## src/adc_ctrl_defines.vh

```
// register map, field positions and reset values of the converter control
`ifndef ADC_CTRL_DEFINES_VH
`define ADC_CTRL_DEFINES_VH
`define OFS_CTRL0 8'h00
`define OFS_CTRL1 8'h04
`define OFS_PIN_LO 8'h08
`define OFS_PIN_HI 8'h0c
`define OFS_IRQ 8'h10
`define OFS_RES_LO 8'h14
`define OFS_RES_HI 8'h18
`define OFS_PORT_DIR 8'h1c
`define OFS_PULLUP 8'h20
`define C0_CHAN_LO 0
`define C0_PWR_OFF 5
`define C0_BUSY 6
`define C0_START 7
`define C1_DIV_LO 0
`define C1_REF_SEL 3
`define C1_CHAN_HI 7
`define IRQ_FLAG 0
`define IRQ_CONV_EN 1
`define IRQ_GLOBAL_EN 2
`define RST_CTRL0 8'h60
`define RST_CTRL1 8'h00
`define RST_PIN_EN 12'hfff
`define CONV_PERIODS 5'h10
`define DIV_UNDEF 3'h7
`endif
```

## src/adc_conversion_control.v

```verilog
// converter control: axi4-lite registers, clock divider, conversion sequencer
// Notes on behaviour
// RULE1: analog enable routes pin to converter mux, disables other pin uses
// RULE2: register pull-up disconnected while pin is analog input
// RULE3: analog enable overrides the pin direction control
// RULE4: reference select picks reference pin when set, supply otherwise
// RULE5: divide field sets conversion clock /1../64; code 111 undefined
// RULE6: power-off bit clear enables converter; set switches it off
// RULE7: five-bit channel select split over the two control registers
// RULE8: interrupt out only when global and converter enables both set
// RULE9: start pulse zero-one-zero begins a conversion
// RULE10: start held high keeps converter reset and busy flag high
// RULE11: busy high while converting, low at completion, result readable
// RULE12: conversion lasts sixteen conversion clock periods
// RULE13: conversion runs in hardware without processor help
// RULE14: irq flag set at every conversion end regardless of enables
// RULE15: result is unsigned 12-bit, full scale at reference
// RULE16: model result is input times 4096 over reference, saturated
// RULE17: software polls busy flag or uses irq with stack room
// RULE18: result registers hold last value until next completion
// RULE19: powered off, start does nothing and busy flag unchanged
`timescale 1ns/100ps
`default_nettype none
`include "adc_ctrl_defines.vh"
module adc_conversion_control #(
    parameter PINS = 12,
    parameter RES_W = 12
) (
    input wire core_clk_i,
    input wire sys_rst_i,
    input wire [7:0] s_axi_awaddr,
    input wire s_axi_awvalid,
    output wire s_axi_awready,
    input wire [31:0] s_axi_wdata,
    input wire [3:0] s_axi_wstrb,
    input wire s_axi_wvalid,
    output wire s_axi_wready,
    output reg [1:0] s_axi_bresp,
    output reg s_axi_bvalid,
    input wire s_axi_bready,
    input wire [7:0] s_axi_araddr,
    input wire s_axi_arvalid,
    output wire s_axi_arready,
    output reg [31:0] s_axi_rdata,
    output reg [1:0] s_axi_rresp,
    output reg s_axi_rvalid,
    input wire s_axi_rready,
    input wire [RES_W-1:0] analog_sample_i,
    input wire [RES_W-1:0] reference_pin_level_i,
    input wire [RES_W-1:0] supply_level_i,
    output reg [PINS-1:0] analog_pin_enable_o,
    output reg [PINS-1:0] pin_dir_input_o,
    output reg [PINS-1:0] pullup_enable_o,
    output reg [PINS-1:0] digital_func_enable_o,
    output reg reference_select_o,
    output reg ref_pin_other_func_en_o,
    output reg [4:0] channel_select_o,
    output reg converter_power_off_o,
    output reg converter_reset_o,
    output reg sample_strobe_o,
    output reg conv_clk_tick_o,
    output wire irq_o
);
    localparam ST_IDLE = 2'h0;
    localparam ST_ARMED = 2'h1;
    localparam ST_CONV = 2'h2;
    localparam [RES_W-1:0] FULL = {RES_W{1'b1}};

    // control registers
    reg [7:0] ctrl0_q;
    reg [7:0] ctrl1_q;
    reg [PINS-1:0] pin_en_q;
    reg [PINS-1:0] port_dir_q;
    reg [PINS-1:0] pullup_q;
    reg irq_flag_q;
    reg conv_irq_en_q;
    reg global_irq_en_q;
    reg [RES_W-1:0] result_q;
    reg [1:0] state_q;
    reg busy_q;
    reg [6:0] div_cnt_q;
    reg [4:0] period_q;
    reg irq_set;
    reg [RES_W-1:0] conv_value;
    reg [RES_W-1:0] ref_level;
    reg [2*RES_W-1:0] scaled;

    // bus side
    reg [7:0] aw_q;
    reg aw_have_q;
    reg [31:0] w_q;
    reg [3:0] ws_q;
    reg w_have_q;
    wire wr_go = aw_have_q & w_have_q & ~s_axi_bvalid;
    assign s_axi_awready = ~aw_have_q;
    assign s_axi_wready = ~w_have_q;
    assign s_axi_arready = ~s_axi_rvalid;
    wire rd_go = s_axi_arvalid & ~s_axi_rvalid;

    function known_offset;
        input [7:0] a;
        begin
            case (a)
                `OFS_CTRL0, `OFS_CTRL1, `OFS_PIN_LO, `OFS_PIN_HI,
                `OFS_IRQ, `OFS_RES_LO, `OFS_RES_HI, `OFS_PORT_DIR,
                `OFS_PULLUP: known_offset = 1'b1;
                default: known_offset = 1'b0;
            endcase
        end
    endfunction

    // divide codes give 2**code system clocks per conversion clock
    function [6:0] div_limit;
        input [2:0] code;
        begin
            if (code == `DIV_UNDEF)
                div_limit = 7'h7f;
            else
                div_limit = (7'h01 << code) - 7'h01;
        end
    endfunction

    wire wr_ctrl0 = wr_go & (aw_q == `OFS_CTRL0) & ws_q[0];
    wire wr_irq = wr_go & (aw_q == `OFS_IRQ) & ws_q[0];
    wire start_bit = ctrl0_q[`C0_START];
    wire power_off = ctrl0_q[`C0_PWR_OFF];
    wire tick = (div_cnt_q == div_limit(ctrl1_q[2:0]));

    always @(posedge core_clk_i or posedge sys_rst_i)
    begin
        if (sys_rst_i)
        begin
            aw_q <= 8'h00;
            aw_have_q <= 1'b0;
            w_q <= 32'h0000_0000;
            ws_q <= 4'h0;
            w_have_q <= 1'b0;
            s_axi_bvalid <= 1'b0;
            s_axi_bresp <= 2'h0;
        end
        else
        begin
            if (s_axi_awvalid & ~aw_have_q)
            begin
                aw_q <= s_axi_awaddr;
                aw_have_q <= 1'b1;
            end
            if (s_axi_wvalid & ~w_have_q)
            begin
                w_q <= s_axi_wdata;
                ws_q <= s_axi_wstrb;
                w_have_q <= 1'b1;
            end
            if (wr_go)
            begin
                aw_have_q <= 1'b0;
                w_have_q <= 1'b0;
                s_axi_bvalid <= 1'b1;
                s_axi_bresp <= known_offset(aw_q) ? 2'h0 : 2'h2;
            end
            else if (s_axi_bready)
                s_axi_bvalid <= 1'b0;
        end
    end

    // register writes; busy bit in ctrl0 is owned by the sequencer
    always @(posedge core_clk_i or posedge sys_rst_i)
    begin
        if (sys_rst_i)
        begin
            ctrl0_q <= `RST_CTRL0;
            ctrl1_q <= `RST_CTRL1;
            pin_en_q <= `RST_PIN_EN;
            port_dir_q <= {PINS{1'b1}};
            pullup_q <= {PINS{1'b0}};
            conv_irq_en_q <= 1'b0;
            global_irq_en_q <= 1'b0;
        end
        else if (wr_go)
        begin
            if (wr_ctrl0)
                ctrl0_q <= w_q[7:0];
            if (aw_q == `OFS_CTRL1 && ws_q[0])
                ctrl1_q <= w_q[7:0];
            if (aw_q == `OFS_PIN_LO && ws_q[0])
                pin_en_q[7:0] <= w_q[7:0];
            if (aw_q == `OFS_PIN_HI && ws_q[0])
                pin_en_q[PINS-1:8] <= w_q[PINS-9:0];
            if (aw_q == `OFS_PORT_DIR && ws_q[0])
                port_dir_q[7:0] <= w_q[7:0];
            if (aw_q == `OFS_PORT_DIR && ws_q[1])
                port_dir_q[PINS-1:8] <= w_q[PINS-1:8];
            if (aw_q == `OFS_PULLUP && ws_q[0])
                pullup_q[7:0] <= w_q[7:0];
            if (aw_q == `OFS_PULLUP && ws_q[1])
                pullup_q[PINS-1:8] <= w_q[PINS-1:8];
            if (wr_irq)
            begin
                conv_irq_en_q <= w_q[`IRQ_CONV_EN];
                global_irq_en_q <= w_q[`IRQ_GLOBAL_EN];
            end
        end
    end

    // irq flag: hardware set wins over software clear
    always @(posedge core_clk_i or posedge sys_rst_i)
    begin
        if (sys_rst_i)
            irq_flag_q <= 1'b0;
        else if (irq_set)
            irq_flag_q <= 1'b1; // RULE14
        else if (wr_irq)
            irq_flag_q <= w_q[`IRQ_FLAG];
    end

    // conversion clock divider, held while the converter is reset
    always @(posedge core_clk_i or posedge sys_rst_i)
    begin
        if (sys_rst_i)
            div_cnt_q <= 7'h00;
        else if (state_q != ST_CONV || tick)
            div_cnt_q <= 7'h00; // RULE5
        else
            div_cnt_q <= div_cnt_q + 7'h01; // RULE5
    end

    // behavioural transfer: input times 4096 over reference, saturated
    always @*
    begin
        conv_value = FULL;
        ref_level = supply_level_i;
        if (ctrl1_q[`C1_REF_SEL])
            ref_level = reference_pin_level_i;
        scaled = {analog_sample_i, {RES_W{1'b0}}}
            / {{RES_W{1'b0}}, ref_level}; // RULE16
        if (ref_level != {RES_W{1'b0}} && scaled < {{RES_W{1'b0}}, FULL})
            conv_value = scaled[RES_W-1:0]; // RULE15
    end

    // sequencer: rise of start arms and resets, fall begins conversion
    always @(posedge core_clk_i or posedge sys_rst_i)
    begin
        if (sys_rst_i)
        begin
            state_q <= ST_IDLE;
            busy_q <= 1'b0;
            period_q <= 5'h00;
            result_q <= {RES_W{1'b0}};
            irq_set <= 1'b0;
        end
        else
        begin
            irq_set <= 1'b0;
            case (state_q)
                ST_IDLE:
                    if (start_bit & ~power_off) // RULE19
                    begin
                        state_q <= ST_ARMED;
                        busy_q <= 1'b1; // RULE10
                    end
                ST_ARMED:
                    if (power_off)
                        state_q <= ST_IDLE; // RULE19
                    else if (~start_bit)
                    begin
                        state_q <= ST_CONV; // RULE9 RULE13
                        period_q <= 5'h00;
                    end
                ST_CONV:
                    if (power_off)
                        state_q <= ST_IDLE; // RULE6
                    else if (start_bit)
                        state_q <= ST_ARMED; // RULE10
                    else if (tick)
                    begin
                        if (period_q == `CONV_PERIODS - 5'h01)
                        begin
                            state_q <= ST_IDLE; // RULE12
                            busy_q <= 1'b0; // RULE11
                            result_q <= conv_value; // RULE15 RULE18
                            irq_set <= 1'b1; // RULE14
                        end
                        period_q <= period_q + 5'h01;
                    end
                default:
                    state_q <= ST_IDLE;
            endcase
        end
    end

    assign irq_o = irq_flag_q & conv_irq_en_q & global_irq_en_q; // RULE8

    // pin and analog front-end control outputs
    always @(posedge core_clk_i or posedge sys_rst_i)
    begin
        if (sys_rst_i)
        begin
            analog_pin_enable_o <= {PINS{1'b0}};
            pin_dir_input_o <= {PINS{1'b1}};
            pullup_enable_o <= {PINS{1'b0}};
            digital_func_enable_o <= {PINS{1'b1}};
            reference_select_o <= 1'b0;
            ref_pin_other_func_en_o <= 1'b1;
            channel_select_o <= 5'h00;
            converter_power_off_o <= 1'b1;
            converter_reset_o <= 1'b1;
            sample_strobe_o <= 1'b0;
            conv_clk_tick_o <= 1'b0;
        end
        else
        begin
            analog_pin_enable_o <= pin_en_q; // RULE1
            digital_func_enable_o <= ~pin_en_q; // RULE1
            pin_dir_input_o <= port_dir_q | pin_en_q; // RULE3
            pullup_enable_o <= pullup_q & ~pin_en_q; // RULE2
            reference_select_o <= ctrl1_q[`C1_REF_SEL]; // RULE4
            ref_pin_other_func_en_o <= ~ctrl1_q[`C1_REF_SEL]; // RULE4
            channel_select_o <= {ctrl1_q[`C1_CHAN_HI],
                ctrl0_q[`C0_CHAN_LO+3:`C0_CHAN_LO]}; // RULE7
            converter_power_off_o <= power_off; // RULE6
            converter_reset_o <= (state_q != ST_CONV); // RULE10
            sample_strobe_o <= (state_q == ST_ARMED) & ~start_bit
                & ~power_off;
            conv_clk_tick_o <= (state_q == ST_CONV) & tick;
        end
    end

    // read path
    always @(posedge core_clk_i or posedge sys_rst_i)
    begin
        if (sys_rst_i)
        begin
            s_axi_rvalid <= 1'b0;
            s_axi_rdata <= 32'h0000_0000;
            s_axi_rresp <= 2'h0;
        end
        else if (rd_go)
        begin
            s_axi_rvalid <= 1'b1;
            s_axi_rresp <= known_offset(s_axi_araddr) ? 2'h0 : 2'h2;
            case (s_axi_araddr)
                `OFS_CTRL0: s_axi_rdata <= {24'h000000, start_bit,
                    busy_q, ctrl0_q[5:0]}; // RULE11
                `OFS_CTRL1: s_axi_rdata <= {24'h000000, ctrl1_q};
                `OFS_PIN_LO: s_axi_rdata <= {24'h000000, pin_en_q[7:0]};
                `OFS_PIN_HI: s_axi_rdata <= {28'h0000000,
                    pin_en_q[PINS-1:8]};
                `OFS_IRQ: s_axi_rdata <= {29'h00000000, global_irq_en_q,
                    conv_irq_en_q, irq_flag_q};
                `OFS_RES_LO: s_axi_rdata <= {24'h000000, result_q[7:0]};
                `OFS_RES_HI: s_axi_rdata <= {28'h0000000,
                    result_q[RES_W-1:8]}; // RULE18
                `OFS_PORT_DIR: s_axi_rdata <= {20'h00000, port_dir_q};
                `OFS_PULLUP: s_axi_rdata <= {20'h00000, pullup_q};
                default: s_axi_rdata <= 32'h0000_0000;
            endcase
        end
        else if (s_axi_rready)
            s_axi_rvalid <= 1'b0;
    end
endmodule // adc_conversion_control
`default_nettype wire

```

## config.mk

```make
export PLATFORM = sky130hd
export DESIGN_NAME = adc_conversion_control
export DESIGN_NICKNAME = d
export VERILOG_FILES = /design/src/adc_conversion_control.v
export VERILOG_INCLUDE_DIRS = /design/src
export SDC_FILE = /design/constraint.sdc
export NUM_CORES = 1
export LEC_CHECK = 0
export BUFFER_PORTS_ARGS = -buffer_cell sky130_fd_sc_hd__buf_2
export CAP_MARGIN = 40
export CORE_MARGIN = 10
export CORE_UTILIZATION = 43
export DETAILED_ROUTE_END_ITERATION = 10
export PLACE_DENSITY = 0.71
export SYNTH_ARGS = -nofsm -noshare
export SYNTH_HDL_FRONTEND = slang
export SYNTH_SLANG_ARGS = --single-unit
```

## constraint.sdc

```tcl
create_clock -name core_clk_i -period 79.9 [get_ports core_clk_i]
set_input_delay 0 -clock core_clk_i [delete_from_list [all_inputs] [get_ports core_clk_i]]
set_output_delay 0 -clock core_clk_i [all_outputs]
set_load 0.1 [all_outputs]
```

==> impl_metrics.tcl, run 1 <==
set metrics [dict create \
    vias 21189 \
    ys_seq_elements 181 \
    path_clk_slew_ps 70 \
    num_antenna_cells 0 \
    synth_seq_area_share 0.2121 \
    cts_tree "done" \
    startpoint_type "flip-flop" \
    routed_wl_mm 65.36 \
    max_freq_ghz 0.01537 \
    worst_ep_arrival_time_ps 65370 \
    synthSimpleGateAreaFrac 0.2177 \
    die_x_um 244.4 \
    fin_crit_sh 0.8144 \
    status "finished, final reports clean" \
    die_y_um 244.4 \
    async_reset_ff_frac 1.000 \
    htreeDepth 4 \
    antenna_found_initial 0 \
    synth_cells 2628 \
    ys.flop_type "dfrtp_1" \
    vias_per_cell 6.085 \
    hpwl_mm 50.90 \
    finalSetupTns_ps 0 \
    grt_start_max_net_pins 55 \
    areaGrowthSynthToFinish_pct 11.44 \
    fp-row-count 82 \
    grt_pass1_vias 20911 \
    synth_edf_count 0 \
    worstSetupEndpointType "flip-flop" \
    clock_skew_ps 8.626 \
    report.final.slew_viol_count 0 \
    ff2ff_setup_slack_ps 14830 \
    synthAdderAreaFrac 0.1245 \
    tightest_slew_ps 1092 \
    cp_slowest_cell "o311ai_0" \
    setup_viol 0 \
    cpMostUsedCell "a21o_1" \
    crit_type "flip-flop to flip-flop" \
    clock-sinks 181 \
    synth_xor_area_frac 0.05540 \
    final_nets 3107 \
    critPathMaxFanout 26 \
    drt_iter0_drc 1458 \
    ant_nets 0 \
    io_pins 196 \
    core_area_mm2 0.04997 \
    syn_avg_cell_area_um2 8.242 \
    track_usage 0.2090 \
    dieArea_mm2 0.05975 \
    min_path_cells 4 \
    hold_viol 0 \
    clk_latency_ps 440 \
    min_to "s_axi_rresp[1]$_DFFE_PP0P_" \
    ys_types 117 \
    portBuffers 151 \
    gp_congestion 0.9138 \
    rsz0062_at_grt "false" \
    rr_startpoint "ctrl1_q[3]$_DFFE_PP0P_" \
    dr.pass1.iters 5 \
    netlist_area_mm2 0.02166 \
    hold_start "s_axi_araddr[0]" \
    ys.warnings.count 0 \
    grt_pass1_wl_mm 105.7 \
    synth_top_family_by_area "compound AO/OA/AOI/OAI gates" \
    hold_class "primary input to flip-flop" \
    crit_required_ps 80200 \
    clockBufferDepth 2 \
    grt-ovfl-total 0 \
    relSlewSlack 0.2721 \
    slowest_delay_ps 870 \
    wl_per_cell_um 18.77 \
    rr_worst_depth 274 \
    crit_path_start "ctrl1_q[3]$_DFFE_PP0P_" \
    synth_compound_area_frac 0.2650 \
    max_cap_violations 0 \
    drc_errors 0 \
    period_needed_ps 65070 \
    start_util 0.4335 \
    drive_gt1_frac 0.1801 \
    synthMuxAreaShare 0.08959 \
    cts_inserted_buffers 17 \
    final_common_cell "nand2_1" \
    rr_endpoint "result_q[0]$_DFFE_PP0P_" \
    mostFrequentLayoutCells "nand2_1, nor2_1, ha_1" \
    cts-root-buf "clkbuf_16" \
    post_cts_buffers 0 \
]
-- worst max path at each step --
| stage | endpoint | slack [ps] | cells after the start |
|---|---|---|---|
| 3_3_place_gp | result_q[0]$_DFFE_PP0P_ | 16540 | 266 |
| 6_report | result_q[0]$_DFFE_PP0P_ | 14830 | 274 |
| 5_1_grt | result_q[0]$_DFFE_PP0P_ | 10320 | 274 |
| 2_1_floorplan | result_q[0]$_DFFE_PP0P_ | 23970 | 283 |
| 3_5_place_dp | result_q[0]$_DFFE_PP0P_ | 16610 | 275 |
| 4_1_cts | result_q[0]$_DFFE_PP0P_ | 16370 | 274 |
-- per-layer routing --
layer	part of all wire	global-route usage	up-vias	wire length, µm
met3	0.060	0.02965	127	3942
met5	0	0	-	0
met2	0.48	0.3715	710	31580
met1	0.43	0.2538	10118	28000
li1	-	-	10234	-
met4	0.028	0.07087	0	1838
-- sequential cells by signal (all words and copies together) (netlist names), 7 cells and up --
| register | count |
|---|---|
| pin_en_q | 12 |
| s_axi_rdata | 12 |
| aw_q | 8 |
| pin_dir_input_o | 12 |
| digital_func_enable_o | 12 |
| pullup_enable_o | 12 |
| pullup_q | 12 |
| analog_pin_enable_o | 12 |
| ctrl1_q | 8 |
| result_q | 12 |
| ctrl0_q | 7 |
| port_dir_q | 12 |
| div_cnt_q | 7 |
| w_q | 12 |
-- per-stage QoR --
| step | area, µm² | hold WS, ps | util | cells | worst slack (ps) |
|---|---|---|---|---|---|
| 2_1_floorplan | 21740 | 93.01 | - | 2649 | 23970 |
| 3_3_place_gp | 23170 | 179.8 | 0.4636 | 3409 | 16540 |
| 3_5_place_dp | 23290 | 75.13 | 0.4661 | 3422 | 16610 |
| 4_1_cts | 24130 | 59.73 | 0.4829 | 3481 | 16370 |
| 5_1_grt | 24140 | 68.43 | 0.4831 | 3482 | 10320 |
| 6_report | 24140 | 74.66 | 0.4831 | 3482 | 14830 |
-- critical path: cells and delay by family, from the launching register on --
| kind | cells | cell delay (ps) |
|---|---|---|
| muxes | 4 | 1350 |
| DFF | 1 | 700 |
| and+or+nand+nor | 91 | 18030 |
| AOI/OAI and AO/OA | 136 | 32780 |
| adders and majority gates | 23 | 7390 |
| buffers and inverters | 20 | 4550 |
-- cells by family after synthesis --
logic type               Yosys count
buffers and inverters            176
XOR/XNOR                         137
AND/OR/NAND/NOR                  931
adder cells (fa/ha/maj)          215
flip-flops                       181
AO/OA/AOI/OAI                    810
multiplexers                     177
other                              1
-- synthesized netlist by cell type, types with 8 or more instances --
cell type    n  area (µm²)
a211o_1     14       122.6
a211oi_1    16       120.1
a21boi_0    11       82.58
a21o_1      74       555.5
a21oi_1    154       770.7
a221oi_1     8       70.07
a22o_1      22       192.7
a22oi_1     30       225.2
a31o_2       8       70.07
a31oi_1     30       187.7
and2_1      22       137.6
and3_1      27       168.9
and4_1      11       96.34
buf_2        9       45.04
buf_4       26       195.2
clkbuf_1    52       195.2
dfrtp_1    129        3228
dfstp_2     52        1366
ha_1       214        2678
inv_1       82       307.8
mux2_2     130        1464
mux2i_1     44       440.4
nand2_1    230       863.3
nand2b_1    47       294.0
nand3_1     69       345.3
nand3b_1     9       67.56
nand4_1     33       206.5
nor2_1     224       840.8
nor2b_1     43       269.0
nor3_1      85       425.4
nor4_1      24       150.1
o211ai_1    35       262.8
o21a_1      68       510.5
o21ai_0    132       660.6
o21ai_1     12       60.06
o21bai_1    12       90.09
o221ai_1     8       70.07
o22ai_1      9       56.30
o31a_1      11       96.34
o31ai_1     41       307.8
or2_2       25       156.4
or3_1       28       175.2
or4_1       10       75.07
xnor2_1     89       779.5
xor2_1      48       420.4
-- timing repair --
action | CTS | global route
hold endpoints to repair | 78 | 0
resized for setup | 0 | 0
hold buffers | 27 | 0
-- final cells by class --
type                    count  area [µm²]
fillers                  4731       25830
inverters                  85       324.1
multi-input cells        2292       16440
well taps                 672       840.8
flip-flops and latches    181        4594
clock buffers              22       474.2
repair buffers            220        1366
clock inverters            10       97.59
Power of run 1 is left out: the tool's default activity adds up to more than one toggle a clock period on the data nets, which glitch-free logic cannot reach.
==> run 2: changes to the inputs <==
==> constraint.sdc (replaced) <==
create_clock -name core_clk_i -period 64.3 [get_ports core_clk_i]
set_input_delay 0 -clock core_clk_i [delete_from_list [all_inputs] [get_ports core_clk_i]]
set_output_delay 0 -clock core_clk_i [all_outputs]
set_load 0.1 [all_outputs]
==> impl_metrics.tcl, run 2 (synthesis gave the netlist of run 1 again) <==
set metrics [dict create \
    path_clk_slew_ps 60 \
    start_util 0.4335 \
    die_y_um 244.4 \
    wl_per_cell_um 18.68 \
    fin_cells 3517 \
    gr-max-usage-layer "met2" \
    num_antenna_cells 0 \
    tightest_slew_ps 921.3 \
    hpwl_mm 51.65 \
    antenna_found_initial 0 \
    final_nets 3142 \
    setup_viol 0 \
    crit_required_ps 64590 \
    drc_errors 0 \
    critPathMaxFanout 23 \
    worstSetupEndpointType "flip-flop" \
    clk_latency_ps 430 \
    cts-root-buf "clkbuf_16" \
    startpoint_type "flip-flop" \
    cts_tree "done" \
    fp-row-count 82 \
    drive_gt1_frac 0.1940 \
    hold_viol 0 \
    clock-sinks 181 \
    cp_slowest_cell "a221oi_1" \
    fin_crit_sh 0.9305 \
    post_cts_buffers 0 \
    crit_type "flip-flop to flip-flop" \
    slowest_delay_ps 780 \
    dieArea_mm2 0.05975 \
    max_freq_ghz 0.01671 \
    core_area_mm2 0.04997 \
    cpMostUsedCell "a21o_1" \
    report.final.slew_viol_count 0 \
    rr_worst_depth 272 \
    gp_congestion 0.9311 \
    stdcell_area_mm2 0.02449 \
    dp_slack_ps 3259 \
    hold_class "primary input to async pin" \
    dpl.cell_count 3455 \
    clockBufferDepth 2 \
    placed_cell_area_mm2 0.02354 \
    n_fill_cell 4714 \
    io_pins 196 \
    grt-ovfl-total 0 \
    areaGrowthSynthToFinish_pct 13.07 \
    setup_slack_ps 4470 \
    vias_per_cell 6.083 \
    max_cap_violations 0 \
    status "finished, final reports clean" \
    finalSetupTns_ps 0 \
    grtUsageMet2 0.3724 \
    cts_inserted_buffers 17 \
    vias 21394 \
    drt_iter0_drc 1571 \
    grt_pass1_wl_mm 105.8 \
    final_common_cell "nand2_1" \
    htreeDepth 4 \
    grt_pass1_vias 20676 \
    grt_use_met1 0.2602 \
    clock_skew_ps 8.621 \
    portBuffers 151 \
    rsz0062_at_grt "false" \
    use_met3 0.02562 \
    die_x_um 244.4 \
    dr.pass1.iters 5 \
    period_needed_ps 59830 \
    relSlewSlack 0.3814 \
    routed_wl_mm 65.71 \
    track_usage 0.2103 \
    ant_nets 0 \
    worst_ep_arrival_time_ps 60120 \
    grt_start_max_net_pins 101 \
    mostFrequentLayoutCells "nand2_1, nor2_1, ha_1" \
]
[run 2: changes by cell type in the layout (fill, tap and decap cells not counted), sizes merged, moves of 2 or more]
| cell | before | now |
|---|---|---|
| dlygate4sd3 | 27 | 29 |
| clkbuf | 23 | 20 |
| bufinv | 1 | 3 |
| clkinvlp | 3 | 1 |
| buf | 192 | 225 |
| clkinv | 6 | 10 |
[run 2: cell type report]
class	instances	area, µm²	share of cell area
clock buffer	19	432.9	0.01768
clock inverter	13	157.7	0.006437
inverter	85	324.1	0.01323
multi-input combinational	2292	16510	0.6740
sequential	181	4596	0.1876
tap	672	840.8	0.03433
timing repair buffer	255	1634	0.06672
[run 2: repair_timing]
action                                  in CTS  in global routing
resized for setup                            0                 18
hold buffers                                29                  0
endpoints found under the hold margin      118                  0
endpoints found under the setup margin       0                  2
[run 2: layer usage]
| metal | wire [µm] | share of wire |
|---|---|---|
| met1 | 28180 | 0.43 |
| met2 | 32040 | 0.49 |
| met3 | 3781 | 0.058 |
| met4 | 1712 | 0.026 |
| met5 | 0 | 0 |
[run 2: final timing paths]
check	start	to	slack, ps
max	ctrl1_q[3]$_DFFE_PP0P_	result_q[0]$_DFFE_PP0P_	4470
min reg2reg	ctrl0_q[5]$_DFFE_PP1P_	converter_power_off_o$_DFF_PP1_	400
max in group asynchronous	sys_rst_i	pullup_q[9]$_DFFE_PP0P_	62720
min	sys_rst_i	conv_clk_tick_o$_DFF_PP0_	40
max reg2reg	ctrl1_q[3]$_DFFE_PP0P_	result_q[0]$_DFFE_PP0P_	4470
min in group core_clk_i	s_axi_araddr[0]	s_axi_rresp[1]$_DFFE_PP0P_	60
[run 2: critical path, delay by kind of cell, from the launching register on]
kind	cells	cell delay (ps)
and+or+nand+nor	92	16120
muxes	7	2560
buffers and inverters	16	3610
adders and majority gates	23	7460
AOI/OAI and AO/OA	134	29270
DFF	1	560
[run 2: metrics by stage]
stage | hold slack [ps] | utilization
5_1_grt | 47.82 | 0.4902
3_5_place_dp | -55.38 | 0.4711
2_1_floorplan | 93.01 | -
3_3_place_gp | 179.5 | 0.4690
6_report | 39.86 | 0.4902
4_1_cts | 26.19 | 0.4887
Power of run 2 is left out for the same reason.
==> run 3: changes to the inputs <==
--- a/config.mk
+++ b/config.mk
@@ -9,9 +9,9 @@
 export BUFFER_PORTS_ARGS = -buffer_cell sky130_fd_sc_hd__buf_2
 export CAP_MARGIN = 40
 export CORE_MARGIN = 10
-export CORE_UTILIZATION = 43
+export CORE_UTILIZATION = 25
 export DETAILED_ROUTE_END_ITERATION = 10
-export PLACE_DENSITY = 0.71
+export PLACE_DENSITY = 0.5
 export SYNTH_ARGS = -nofsm -noshare
 export SYNTH_HDL_FRONTEND = slang
 export SYNTH_SLANG_ARGS = --single-unit
==> impl_metrics.tcl, run 3 (synthesis gave the netlist of run 1 again) <==
set metrics [dict create \
    status "finished, final reports clean" \
    ant_nets 0 \
    slowest_delay_ps 750 \
    cts_tree "done" \
    dieArea_mm2 0.09882 \
    portBuffers 151 \
    tightest_slew_ps 810.5 \
    grt_pass1_vias 20033 \
    mostFrequentLayoutCells "nand2_1, nor2_1, ha_1" \
    start_util 0.2532 \
    max_freq_ghz 0.01710 \
    drive_gt1_frac 0.2192 \
    vias_per_cell 5.064 \
    drc_errors 0 \
    use_met3 0.01312 \
    worstSetupEndpointType "flip-flop" \
    clk_latency_ps 440 \
    hold_class "primary input to flip-flop" \
    crit_buf_inv 17 \
    die_y_um 314.4 \
    drt_iter0_drc 1252 \
    setup_viol 0 \
    ff2ff_setup_slack_ps 5830 \
    finalSetupTns_ps 0 \
    fin_crit_sh 0.9094 \
    relSlewSlack 0.4577 \
    rsz0062_at_grt "false" \
    hpwl_mm 57.31 \
    hold_start "s_axi_araddr[1]" \
    n_fill_cell 9138 \
    grt_start_max_net_pins 114 \
    crit_required_ps 64590 \
    cp_slowest_cell "dfrtp_2" \
    period_needed_ps 58470 \
    clock-sinks 181 \
    num_antenna_cells 0 \
    report.final.slew_viol_count 0 \
    rr_startpoint "ctrl1_q[3]$_DFFE_PP0P_" \
    grt-ovfl-total 0 \
    grt_pass1_wl_mm 112.4 \
    gr-max-usage-layer "met2" \
    clockBufferDepth 2 \
    gp_congestion 0.8295 \
    cts_inserted_buffers 17 \
    routed_wl_mm 70.86 \
    grt_use_met1 0.1930 \
    path_clk_slew_ps 70 \
    crit_type "flip-flop to flip-flop" \
    startpoint_type "flip-flop" \
    clock_skew_ps 12.11 \
    final_common_cell "nand2_1" \
    htreeDepth 4 \
    cpMostUsedCell "o21ai_0" \
    antenna_found_initial 4 \
    cts-root-buf "clkbuf_16" \
    wl_per_cell_um 17.34 \
    die_x_um 314.4 \
    post_cts_buffers 0 \
    areaGrowthSynthToFinish_pct 19.34 \
    crit_path_start "ctrl1_q[3]$_DFFE_PP0P_" \
    track_usage 0.1384 \
    worst_ep_arrival_time_ps 58770 \
    max_cap_violations 0 \
    io_pins 196 \
    cp_top_family "compound AO/OA/AOI/OAI gates" \
    dr.pass1.iters 5 \
    grtUsageMet2 0.2321 \
    final_nets 3239 \
    critPathMaxFanout 20 \
    fp-row-count 107 \
    core_area_mm2 0.08555 \
    hold_viol 0 \
    vias 20691 \
]
run 3: layout make-up:
cell class              count  area (µm²)  area share
clock buffers              17       425.4     0.01646
inverters                  85       326.6     0.01263
flip-flops and latches    181        4596      0.1778
repair buffers            352        2402     0.09293
clock inverters            15       166.4    0.006437
multi-input cells        2292       16500      0.6384
well taps                1144        1431     0.05537
run 3: metrics by stage:
stage	utilization	cell area [µm²]	setup WS, ps	hold slack (ps)	instances
after detailed placement	0.2919	24970	5288	183.7	4027
after global routing	0.3022	25850	22.47	99.73	4086
after global placement	0.2907	24870	4270	177.2	4019
after CTS	0.3020	25830	5062	43.78	4086
after floorplan	-	21740	8373	93.01	2649
final	0.3022	25850	5826	68.14	4086
run 3: timing repair:
| action | in CTS | in global routing |
|---|---|---|
| hold buffers | 27 | 0 |
| resized for setup | 0 | 6 |
| endpoints found under the hold margin | 107 | 0 |
| endpoints found under the setup margin | 0 | 1 |
run 3: per-layer routing:
| metal | wire, µm | share of wire |
|---|---|---|
| met5 | 13 | 0.00018 |
| met4 | 754 | 0.011 |
| met3 | 2453 | 0.035 |
| met2 | 32670 | 0.46 |
| met1 | 34970 | 0.49 |
run 3: worst paths after layout:
kind	to	cells after the start
max	result_q[0]$_DFFE_PP0P_	270
min	s_axi_rresp[1]$_DFFE_PP0P_	4
max reg2reg	result_q[0]$_DFFE_PP0P_	270
min reg2reg	channel_select_o[1]$_DFF_PP0_	0
max in group asynchronous	port_dir_q[3]$_DFFE_PP1P_	5
min in group asynchronous	analog_pin_enable_o[8]$_DFF_PP0_	3
run 3: tightest hold or removal path: cells and delay by family:
family / cells / cell delay, ps
compound gates: 1 / 120
buf+inv: 2 / 290
simple gates: 1 / 40
Power of run 3 is left out for the same reason.
